**config.mk**
```make
export PLATFORM = sky130hd
export DESIGN_NAME = cbt_exec
export DESIGN_NICKNAME = d
export VERILOG_FILES = /design/src/hdl/cbt_pkg.sv /design/src/hdl/cbt_exec.sv /design/src/hdl/cbt_regfile.sv
export VERILOG_INCLUDE_DIRS = /design/src /design/src/hdl
export SDC_FILE = /design/constraint.sdc
export NUM_CORES = 1
export LEC_CHECK = 0
export ABC_CLOCK_PERIOD_IN_PS = 8300
export BUFFER_PORTS_ARGS = -buffer_cell sky130_fd_sc_hd__buf_2
export CORE_UTILIZATION = 35
export CTS_CLUSTER_DIAMETER = 100
export DETAILED_ROUTE_END_ITERATION = 10
export HOLD_SLACK_MARGIN = 0.02
export SYNTH_ARGS = -nofsm -noshare
export SYNTH_HDL_FRONTEND = slang
export SYNTH_SLANG_ARGS = --single-unit
```
**constraint.sdc**
```tcl
create_clock -name clk -period 8.3 [get_ports clk]
set_input_delay 1.245 -clock clk [delete_from_list [all_inputs] [get_ports clk]]
set_output_delay 1.245 -clock clk [all_outputs]
set_load 0.01 [all_outputs]
```
**src/hdl/cbt_consts.svh**
```systemverilog
/*
 constants for the bit, transfer and control execution block: flag positions,
 register-file indices, cycle counts, the top io address and the flag reset value.
 assumes it is included by bare name from the modules.
*/
// What this block does
// - rotate right puts carry in bit 7
// - flag set or clear touches only its flag
// - overflow set and clear drive V
// - bit-to-flag copies register bit into T
// - flag-to-bit writes T into register bit
// - interrupt on and off drive I
// - indirect load then post-increment pointer, two cycles
// - pre-decrement pointer then indirect load, two cycles
// - displacement load leaves pointer alone, two cycles
// - indirect store forms take two cycles
// - direct read loads register, two cycles
// - direct write stores register, two cycles
// - program memory read into R0 or Rd, three cycles
// - push writes register to stack, two cycles
// - pull reads stack top, two cycles
// - debug halt only signals debug system
// - io bit set writes its bit alone, io bit clear writes back the read byte less its bit
`ifndef CBT_CONSTS_SVH
`define CBT_CONSTS_SVH
`define CBT_FLAG_C      3'd0
`define CBT_FLAG_Z      3'd1
`define CBT_FLAG_N      3'd2
`define CBT_FLAG_V      3'd3
`define CBT_FLAG_S      3'd4
`define CBT_FLAG_H      3'd5
`define CBT_FLAG_T      3'd6
`define CBT_FLAG_I      3'd7
`define CBT_REG_R0      5'h00
`define CBT_REG_XL      5'h1A
`define CBT_REG_YL      5'h1C
`define CBT_REG_ZL      5'h1E
`define CBT_CYC_ONE     2'd1
`define CBT_CYC_TWO     2'd2
`define CBT_CYC_THREE   2'd3
`define CBT_IO_BIT_TOP  5'h1F
`define CBT_STATUS_FLAGS_RESET  8'h00
`endif

```
**src/hdl/cbt_pkg.sv**
```systemverilog
/*
 types for the execution block: operation codes, pointer selects, states.
 assumes the constants header is on the include path.
*/
package cbt_pkg;
   typedef enum logic [4:0] {
      CBT_OP_NONE, CBT_OP_ROR, CBT_OP_FLAG_SET, CBT_OP_FLAG_CLR, CBT_OP_BST, CBT_OP_BLD,
      CBT_OP_LD, CBT_OP_LD_INC, CBT_OP_LD_DEC, CBT_OP_LDD, CBT_OP_ST, CBT_OP_ST_INC,
      CBT_OP_ST_DEC, CBT_OP_STD, CBT_OP_LDS, CBT_OP_STS, CBT_OP_LPM_R0, CBT_OP_LPM,
      CBT_OP_LPM_INC, CBT_OP_PUSH, CBT_OP_POP, CBT_OP_BREAK, CBT_OP_IO_SET, CBT_OP_IO_CLR
   } cbt_op_t;
   typedef enum logic [1:0] {CBT_PTR_X = 2'h0, CBT_PTR_Y = 2'h1, CBT_PTR_Z = 2'h2} cbt_ptr_t;
   // gray sequence idle -> wait1 -> wait2
   typedef enum logic [1:0] {CBT_ST_IDLE = 2'b00, CBT_ST_W1 = 2'b01, CBT_ST_W2 = 2'b11} cbt_state_t;
endpackage : cbt_pkg

```
**src/hdl/cbt_exec.sv**
```systemverilog
/*
 execution unit for rotate, flag, bit transfer, load/store, program memory,
 stack and debug halt operations. issues one operation when startOp and busy low.
 assumes memories answer read data on the cycle after the address strobe.
*/
`timescale 1ns/10ps
`default_nettype none
`include "cbt_consts.svh"
module cbt_exec (
   input  wire logic           clk,
   input  wire logic           rstn,
   input  wire logic           startOp,
   input  wire cbt_pkg::cbt_op_t opCode,
   input  wire cbt_pkg::cbt_ptr_t ptrSel,
   input  wire logic [4:0]     regD,
   input  wire logic [2:0]     bitSel,
   input  wire logic [5:0]     disp,
   input  wire logic [15:0]    directAddr,
   input  wire logic [4:0]     ioAddr,
   input  wire logic [7:0]     dmemRdData,
   input  wire logic [7:0]     pmemRdData,
   input  wire logic [7:0]     stackRdData,
   input  wire logic [7:0]     ioRdData,
   output logic                busy,
   output logic                done,
   output logic [7:0]          statusFlags,
   output logic [15:0]         dmemAddr,
   output logic                dmemRd,
   output logic                dmemWr,
   output logic [7:0]          dmemWrData,
   output logic [15:0]         pmemAddr,
   output logic                pmemRd,
   output logic                stackPush,
   output logic                stackPop,
   output logic [7:0]          stackWrData,
   output logic                ioWr,
   output logic [4:0]          ioWrAddr,
   output logic [7:0]          ioWrData,
   output logic                debugHalt
);
   cbt_pkg::cbt_state_t state_q;
   cbt_pkg::cbt_op_t    op_q;
   logic [4:0]  rd_q;
   logic [2:0]  bit_q;
   logic [1:0]  cyc_q;
   logic [1:0]  cycNeed;
   logic [7:0]  status_flags_q;
   logic        rfWr;
   logic [4:0]  rfWrAddr;
   logic [7:0]  rfWrData;
   logic        ptrWr;
   logic [4:0]  ptrIdx;
   logic [15:0] ptrNew;
   logic [7:0]  rfRd;
   logic [15:0] xP;
   logic [15:0] yP;
   logic [15:0] zP;
   logic [15:0] curPtr;
   logic [7:0]  rorRes;
   logic        accept;
   logic        isIssue;

   // cycle count per operation class
   function automatic logic [1:0] opCycles(input cbt_pkg::cbt_op_t op);
      case (op)
         cbt_pkg::CBT_OP_LPM_R0, cbt_pkg::CBT_OP_LPM,
         cbt_pkg::CBT_OP_LPM_INC:  opCycles = `CBT_CYC_THREE;
         cbt_pkg::CBT_OP_LD, cbt_pkg::CBT_OP_LD_INC, cbt_pkg::CBT_OP_LD_DEC, cbt_pkg::CBT_OP_LDD,
         cbt_pkg::CBT_OP_ST, cbt_pkg::CBT_OP_ST_INC, cbt_pkg::CBT_OP_ST_DEC, cbt_pkg::CBT_OP_STD,
         cbt_pkg::CBT_OP_LDS, cbt_pkg::CBT_OP_STS, cbt_pkg::CBT_OP_PUSH, cbt_pkg::CBT_OP_POP,
         cbt_pkg::CBT_OP_IO_SET, cbt_pkg::CBT_OP_IO_CLR: opCycles = `CBT_CYC_TWO;
         default:                  opCycles = `CBT_CYC_ONE;
      endcase
   endfunction : opCycles

   // pointer low-register index for a select
   function automatic logic [4:0] ptrBase(input cbt_pkg::cbt_ptr_t p);
      case (p)
         cbt_pkg::CBT_PTR_X: ptrBase = `CBT_REG_XL;
         cbt_pkg::CBT_PTR_Y: ptrBase = `CBT_REG_YL;
         default:            ptrBase = `CBT_REG_ZL;
      endcase
   endfunction : ptrBase

   assign accept  = startOp && state_q == cbt_pkg::CBT_ST_IDLE;
   assign isIssue = accept;
   assign busy    = state_q != cbt_pkg::CBT_ST_IDLE;
   assign cycNeed = opCycles(op_q);
   assign statusFlags = status_flags_q;

   cbt_regfile uRegs (
      .clk     (clk),
      .rstn    (rstn),
      .wrEn    (rfWr),
      .wrAddr  (rfWrAddr),
      .wrData  (rfWrData),
      .ptrWrEn (ptrWr),
      .ptrAddr (ptrIdx),
      .ptrData (ptrNew),
      .rdAddr  (accept ? regD : rd_q),
      .rdData  (rfRd),
      .xPtr    (xP),
      .yPtr    (yP),
      .zPtr    (zP)
   );

   // latch the operation; operand byte arrives on the next cycle from the regfile
   always_ff @(posedge clk or negedge rstn)
   begin
      if (!rstn)
      begin
         op_q  <= cbt_pkg::CBT_OP_NONE;
         rd_q  <= 5'h00;
         bit_q <= 3'h0;
         ptrIdx <= `CBT_REG_ZL;
      end
      else if (accept)
      begin
         op_q  <= opCode;
         rd_q  <= (opCode == cbt_pkg::CBT_OP_LPM_R0) ? `CBT_REG_R0 : regD;
         bit_q <= bitSel;
         ptrIdx <= (opCode == cbt_pkg::CBT_OP_LPM || opCode == cbt_pkg::CBT_OP_LPM_INC ||
                    opCode == cbt_pkg::CBT_OP_LPM_R0) ? `CBT_REG_ZL : ptrBase(ptrSel);
      end
   end

   // sequencer: cyc_q starts at 1 in W1 and counts up until it reaches the op's cycle count, then back to idle
   always_ff @(posedge clk or negedge rstn)
   begin
      if (!rstn)
      begin
         state_q <= cbt_pkg::CBT_ST_IDLE;
         cyc_q   <= 2'd0;
      end
      else
      begin
         case (state_q)
            cbt_pkg::CBT_ST_IDLE:
               if (accept)
               begin
                  state_q <= cbt_pkg::CBT_ST_W1;
                  cyc_q   <= 2'd1;
               end
            cbt_pkg::CBT_ST_W1:
               if (cyc_q >= cycNeed)
                  state_q <= cbt_pkg::CBT_ST_IDLE;
               else
               begin
                  state_q <= cbt_pkg::CBT_ST_W2;
                  cyc_q   <= cyc_q + 2'd1;
               end
            cbt_pkg::CBT_ST_W2:
               if (cyc_q >= cycNeed)
                  state_q <= cbt_pkg::CBT_ST_IDLE;
               else
                  cyc_q <= cyc_q + 2'd1;
            default:
               state_q <= cbt_pkg::CBT_ST_IDLE;
         endcase
      end
   end

   // the op finishes on its last cycle; memory data sampled there
   always_comb
   begin
      done = busy && cyc_q >= cycNeed;
   end

   // selected pointer value, before any update
   always_comb
   begin
      case (ptrIdx)
         `CBT_REG_XL: curPtr = xP;
         `CBT_REG_YL: curPtr = yP;
         default:     curPtr = zP;
      endcase
   end

   assign rorRes = {status_flags_q[`CBT_FLAG_C], rfRd[7:1]};

   // memory strobes issued in the first busy cycle, data returns on the next cycle
   always_comb
   begin
      dmemAddr = curPtr;
      dmemRd = 1'b0;
      dmemWr = 1'b0;
      pmemRd = 1'b0;
      stackPush = 1'b0;
      stackPop = 1'b0;
      ioWr = 1'b0;
      if (state_q == cbt_pkg::CBT_ST_W1)
      begin
         case (op_q)
            cbt_pkg::CBT_OP_LD, cbt_pkg::CBT_OP_LD_INC: dmemRd = 1'b1;
            cbt_pkg::CBT_OP_LD_DEC:
            begin
               dmemRd   = 1'b1;
               dmemAddr = curPtr - 16'h0001;
            end
            cbt_pkg::CBT_OP_LDD:
            begin
               dmemRd   = 1'b1;
               dmemAddr = curPtr + {10'h000, disp};
            end
            cbt_pkg::CBT_OP_ST, cbt_pkg::CBT_OP_ST_INC: dmemWr = 1'b1;
            cbt_pkg::CBT_OP_ST_DEC:
            begin
               dmemWr   = 1'b1;
               dmemAddr = curPtr - 16'h0001;
            end
            cbt_pkg::CBT_OP_STD:
            begin
               dmemWr   = 1'b1;
               dmemAddr = curPtr + {10'h000, disp};
            end
            cbt_pkg::CBT_OP_LDS:
            begin
               dmemRd   = 1'b1;
               dmemAddr = directAddr;
            end
            cbt_pkg::CBT_OP_STS:
            begin
               dmemWr   = 1'b1;
               dmemAddr = directAddr;
            end
            cbt_pkg::CBT_OP_LPM_R0, cbt_pkg::CBT_OP_LPM, cbt_pkg::CBT_OP_LPM_INC: pmemRd = 1'b1;
            cbt_pkg::CBT_OP_PUSH: stackPush = 1'b1;
            cbt_pkg::CBT_OP_POP: stackPop = 1'b1;
            default: dmemRd = 1'b0;
         endcase
      end
      // io write lands on the last cycle; set writes only its bit, clear writes back ioRdData less that bit
      if (done && (op_q == cbt_pkg::CBT_OP_IO_SET || op_q == cbt_pkg::CBT_OP_IO_CLR))
         ioWr = 1'b1;
   end

   // io bit set: unlike a full read-modify-write, other flags are written as zero so
   // write-one-to-clear flags stay untouched; io bit clear writes back ioRdData with the bit cleared
   always_comb
   begin
      ioWrData = 8'h00;
      if (op_q == cbt_pkg::CBT_OP_IO_SET)
         ioWrData[bit_q] = 1'b1;
      else
         ioWrData = ioRdData & ~(8'h01 << bit_q);
   end
   assign ioWrAddr = (ioAddr <= `CBT_IO_BIT_TOP) ? ioAddr : `CBT_IO_BIT_TOP;
   assign pmemAddr = zP;
   assign dmemWrData = rfRd;
   assign stackWrData = rfRd;

   // debug halt: one pulse to the debug system, no architectural effect
   assign debugHalt = accept && opCode == cbt_pkg::CBT_OP_BREAK;

   // register file writes at completion
   always_comb
   begin
      rfWr = 1'b0;
      rfWrAddr = rd_q;
      rfWrData = rfRd;
      ptrWr = 1'b0;
      ptrNew = curPtr;
      if (done)
      begin
         case (op_q)
            cbt_pkg::CBT_OP_ROR: begin rfWr = 1'b1; rfWrData = rorRes; end
            cbt_pkg::CBT_OP_BLD: begin rfWr = 1'b1; rfWrData[bit_q] = status_flags_q[`CBT_FLAG_T]; end
            cbt_pkg::CBT_OP_LD, cbt_pkg::CBT_OP_LDD, cbt_pkg::CBT_OP_LDS:
               begin rfWr = 1'b1; rfWrData = dmemRdData; end
            cbt_pkg::CBT_OP_LD_INC: begin rfWr = 1'b1; rfWrData = dmemRdData; ptrWr = 1'b1;
               ptrNew = curPtr + 16'h0001; end
            cbt_pkg::CBT_OP_LD_DEC: begin rfWr = 1'b1; rfWrData = dmemRdData; ptrWr = 1'b1;
               ptrNew = curPtr - 16'h0001; end
            cbt_pkg::CBT_OP_ST_INC: begin ptrWr = 1'b1; ptrNew = curPtr + 16'h0001; end
            cbt_pkg::CBT_OP_ST_DEC: begin ptrWr = 1'b1; ptrNew = curPtr - 16'h0001; end
            cbt_pkg::CBT_OP_LPM_R0, cbt_pkg::CBT_OP_LPM:
               begin rfWr = 1'b1; rfWrData = pmemRdData; end
            cbt_pkg::CBT_OP_LPM_INC: begin rfWr = 1'b1; rfWrData = pmemRdData; ptrWr = 1'b1;
               ptrNew = curPtr + 16'h0001; end
            cbt_pkg::CBT_OP_POP: begin rfWr = 1'b1; rfWrData = stackRdData; end
            default: rfWr = 1'b0;
         endcase
      end
   end

   // status flags: each op changes only the bits it owns
   always_ff @(posedge clk or negedge rstn)
   begin
      if (!rstn)
         status_flags_q <= `CBT_STATUS_FLAGS_RESET;
      else if (done)
      begin
         case (op_q)
            cbt_pkg::CBT_OP_ROR:
            begin
               status_flags_q[`CBT_FLAG_C] <= rfRd[0];
               status_flags_q[`CBT_FLAG_Z] <= rorRes == 8'h00;
               status_flags_q[`CBT_FLAG_N] <= rorRes[7];
               status_flags_q[`CBT_FLAG_V] <= rorRes[7] ^ rfRd[0];
               status_flags_q[`CBT_FLAG_S] <= rfRd[0];                              // N xor V
            end
            cbt_pkg::CBT_OP_FLAG_SET: status_flags_q[bit_q] <= 1'b1;
            cbt_pkg::CBT_OP_FLAG_CLR: status_flags_q[bit_q] <= 1'b0;
            cbt_pkg::CBT_OP_BST: status_flags_q[`CBT_FLAG_T] <= rfRd[bit_q];
            default: status_flags_q <= status_flags_q;
         endcase
      end
   end
endmodule : cbt_exec
`default_nettype wire

```
**src/hdl/cbt_regfile.sv**
```systemverilog
/*
 small register file: 32 bytes, one write port plus a word write for pointer
 updates, registered read port and combinational pointer taps.
 assumes a single clock and an asynchronous active-low reset.
*/
`timescale 1ns/10ps
`default_nettype none
`include "cbt_consts.svh"
module cbt_regfile (
   input  wire logic       clk,
   input  wire logic       rstn,
   input  wire logic       wrEn,
   input  wire logic [4:0] wrAddr,
   input  wire logic [7:0] wrData,
   input  wire logic       ptrWrEn,
   input  wire logic [4:0] ptrAddr,
   input  wire logic [15:0] ptrData,
   input  wire logic [4:0] rdAddr,
   output logic      [7:0] rdData,
   output logic      [15:0] xPtr,
   output logic      [15:0] yPtr,
   output logic      [15:0] zPtr
);
   logic [7:0] mem_q [32];

   // byte write wins over pointer write on the same index
   genvar g;
   generate
      for (g = 0; g < 32; g++)
      begin : gReg
         always_ff @(posedge clk or negedge rstn)
         begin
            if (!rstn)
               mem_q[g] <= 8'h00;
            else if (wrEn && wrAddr == 5'(g))
               mem_q[g] <= wrData;
            else if (ptrWrEn && ptrAddr == 5'(g))
               mem_q[g] <= ptrData[7:0];
            else if (ptrWrEn && ptrAddr + 5'h01 == 5'(g))
               mem_q[g] <= ptrData[15:8];
         end
      end
   endgenerate

   // registered read port
   always_ff @(posedge clk or negedge rstn)
   begin
      if (!rstn)
         rdData <= 8'h00;
      else
         rdData <= mem_q[rdAddr];
   end

   // pointer pairs from high registers
   assign xPtr = {mem_q[`CBT_REG_XL + 5'h01], mem_q[`CBT_REG_XL]};
   assign yPtr = {mem_q[`CBT_REG_YL + 5'h01], mem_q[`CBT_REG_YL]};
   assign zPtr = {mem_q[`CBT_REG_ZL + 5'h01], mem_q[`CBT_REG_ZL]};
endmodule : cbt_regfile
`default_nettype wire

```
==> run_results.csv <==
group,metric,value,unit
status,status,"finished, final reports clean",
sta,hold_viol_final,0,
clock_network,cts_root_buffer,"clkbuf_16",
critical_path,crit_required,7.05,ns
power,pwr_density_cell,472.3,mW/mm²
final_layout,nets,1933,
sta,tns,0,ns
die,die_area,0.04883,mm²
global_routing,overflow,0,
die,start_util,35.75,%
critical_path,start_kind,"register",
yosys,async_flop_share,100.0,%
yosys,yosysWarnings,0,
yosys,synth_xor_area_share,0.7753,%
placement,place_congestion,0.9224,
sta,min_period,6.108,ns
placement,pre_cts_slack,2.793,ns
clock_network,numCtsBuffers,34,
yosys,syn_avg_cell_area,9.329,µm²
placement,dp_hpwl,36.46,mm
hold_path,hp-class,"reg2reg",
clock_network,postCtsHoldBufs,0,
sta,timing.final.ws_setup,2.192,ns
yosys,synth_ff_type,"dfrtp_1",
yosys,synth_seq_cells,291,
yosys,synth-simple-area-share,17.43,%
yosys,syn_area,0.01678,mm²
yosys,synth_edf_count,0,
die,fp.dieW,221.0,µm
final_layout,area_delta_synth_final,12.64,%
die,io_pins,155,
routing,wl_per_cell,21.47,µm
power,switching_share,47.81,%
die,rows,79,
sta,period_share,73.58,%
sta,max_slew.worst_pin.slew,1.179,ns
critical_path,end_kind,"output pin",
power,clkPwrFrac,17.3,%
critical_path,path_max_fanout,29,
clock_network,htree_levels,2,
placement,portBuffers,144,
routing,drtAntennaViolNets,0,
clock_network,cts_tree,"built",
global_routing,first_global_vias,13855,
global_routing,grt_max_degree,88,
critical_path,cp.arrival,4.86,ns
routing,drc,0,
clock_network,cts_setup_buffers,0,
sta,rsz0062_at_grt,"false",
clock_network,clock_sinks,291,
yosys,post_synth_num_cell_types,84,
clock_network,clock_latency,0.52,ns
routing,viasPerCell,5.800,
flow_run,drv_cap,0,
clock_network,clk_pin_slew,0.06,ns
power,internal-power,4.660,mW
yosys,syn-num-nets,1890,
clock_network,cts.path.max_buffers,3,
routing,vias,14344,
routing,drt_iter0_drc,1434,
sta,setup_violations,0,
sta,slew_violations,0,
critical_path,worstSetupPathType,"reg2out",
routing,first_pass_iters,6,
final_layout,diodes,0,
sta,maxSlewHeadroom,21.25,%
sta,fin_skew,0.02347,ns
sta,hold_slack,0.4715,ns
sta,fmax,163.7,MHz
yosys,synth_top_family_by_area,"compound AO/OA/AOI/OAI gates",
routing,totalWireLength,53.09,mm
final_layout,fill_cells,4635,
final_layout,layout_common_cells,"nand2_1, dfrtp_1, o21ai_0",
final_layout,multi_input_area,0.008623,mm²
global_routing,grt_use_total,21.65,%
power,pwr-share-comb,54.1,%
power,p_sw,4.269,mW
global_routing,grt_pass1_wl,83.90,mm
power,power_frac_seq,28.6,%
yosys,synthMuxAreaShare,12.70,%
yosys,ys_seq_area_share,43.40,%
final_layout,layout_commonest_cell,"nand2_1",
yosys,synth_compound_area_share,19.02,%
die,coreArea,0.04695,mm²
power,leakage,8.288,nW
clock_network,cts-resized-gates,0,
final_layout,seq_area,0.007284,mm²
die,die-height,221.0,µm
yosys,synth-adder-area-share,1.163,%
final_layout,drive_gt1_share,18.27,%
yosys,syn_inst,1799,
power,ir_worst_vdd,0.2300,mV
global_routing,antenna_found_initial,0,
[metrics by stage]
stage,power [mW],instances,area [µm²],utilization (%)
finish,8.929,2473,18910,40.27
floorplan,5.770,1799,16780,-
global placement,7.216,2413,17740,37.78
CTS,8.878,2473,18910,40.27
detailed placement,7.308,2413,17740,37.78
global route,9.514,2473,18910,40.27
[logic make-up (layout without fill, tap and decap cells)]
group           count (synthesis)  after routing
buf+inv                       198            265
mux                           132            132
fa+ha+maj                      16             16
flops                         291            291
simple gates                  638            638
compound gates                510            510
xor+xnor                       14             14
[cell usage after synthesis (all sizes together) (20+ instances only)]
cell / count / share of area, %
inv: 32 / 0.75
mux2i: 66 / 4.0
mux4: 64 / 8.6
o21ai: 264 / 7.9
nor3: 40 / 1.4
nor2: 76 / 1.7
clkbuf: 94 / 2.1
dfrtp: 289 / 43
a21oi: 72 / 2.3
o211ai: 20 / 0.89
a22oi: 22 / 1.1
nand3: 63 / 1.9
nand2: 349 / 7.8
nand2b: 20 / 0.75
buf: 71 / 2.6
[path summary, 6_finish.rpt]
| path | startpoint | end | slack (ns) | depth (start not counted) |
|---|---|---|---|---|
| hold / removal | uRegs.mem_q[113]$_DFFE_PN0P_ | uRegs.mem_q[113]$_DFFE_PN0P_ | 0.47 | 2 |
| max in group asynchronous | rstn | uRegs.mem_q[255]$_DFFE_PN0P_ | 6.08 | 2 |
| setup reg to reg | op_q[1]$_DFFE_PN0P_ | uRegs.mem_q[48]$_DFFE_PN0P_ | 3.48 | 13 |
| setup / recovery | ptrIdx[1]$_DFFE_PN1P_ | dmemAddr[8] | 2.19 | 13 |
| min in group asynchronous | rstn | uRegs.mem_q[132]$_DFFE_PN0P_ | 0.70 | 1 |
| hold reg to reg | uRegs.mem_q[113]$_DFFE_PN0P_ | uRegs.mem_q[113]$_DFFE_PN0P_ | 0.47 | 2 |
[critical path: stages (launching register included)]
cell      delay (ns)
dfstp_2         0.55
inv_1           0.08
ha_1            0.88
a21o_1          0.33
inv_1           0.26
ha_1            0.33
ha_1            0.22
a311oi_1        0.49
o21ai_0         0.39
nand2_1         0.20
nor3_1          0.06
a221oi_1        0.22
o22ai_1         0.12
buf_2           0.20
[power groups by stage]
stage                     clock network, mW  logic (mW)  registers [mW]
final                                  1.55        4.83            2.55
after global placement                    0        4.69            2.53
after floorplan                           0        3.46            2.31
after global routing                   1.63        5.25            2.63
after CTS                              1.57        4.77            2.54
after detailed placement                  0        4.75            2.56
[cell type report]
cell class | instances | area share (%)
clock buffer | 50 | 5.513
clock inverter | 10 | 0.6684
sequential | 291 | 38.53
inverter | 33 | 0.6817
multi-input combinational | 1310 | 45.61
timing repair buffer | 172 | 4.977
tap | 607 | 4.017
[routing by layer]
metal  share of wire [%]  GRT usage [%]
met3                 7.4          3.638
met1                  45          31.13
met4                 1.9          4.692
met2                  45          34.18
met5                   0              0
[flip-flops by register name (all words and copies together) (netlist names), named ones only]
signal and count:
uRegs.rdData 8, statusFlags 6, uRegs.zPtr 16, ptrIdx 2, state_q 2, uRegs.xPtr 16, bit_q 3, rd_q 5
uRegs.mem_q 208, uRegs.yPtr 16, op_q 5, cyc_q 2
Note: power is estimated with default switching activity, not from simulation.
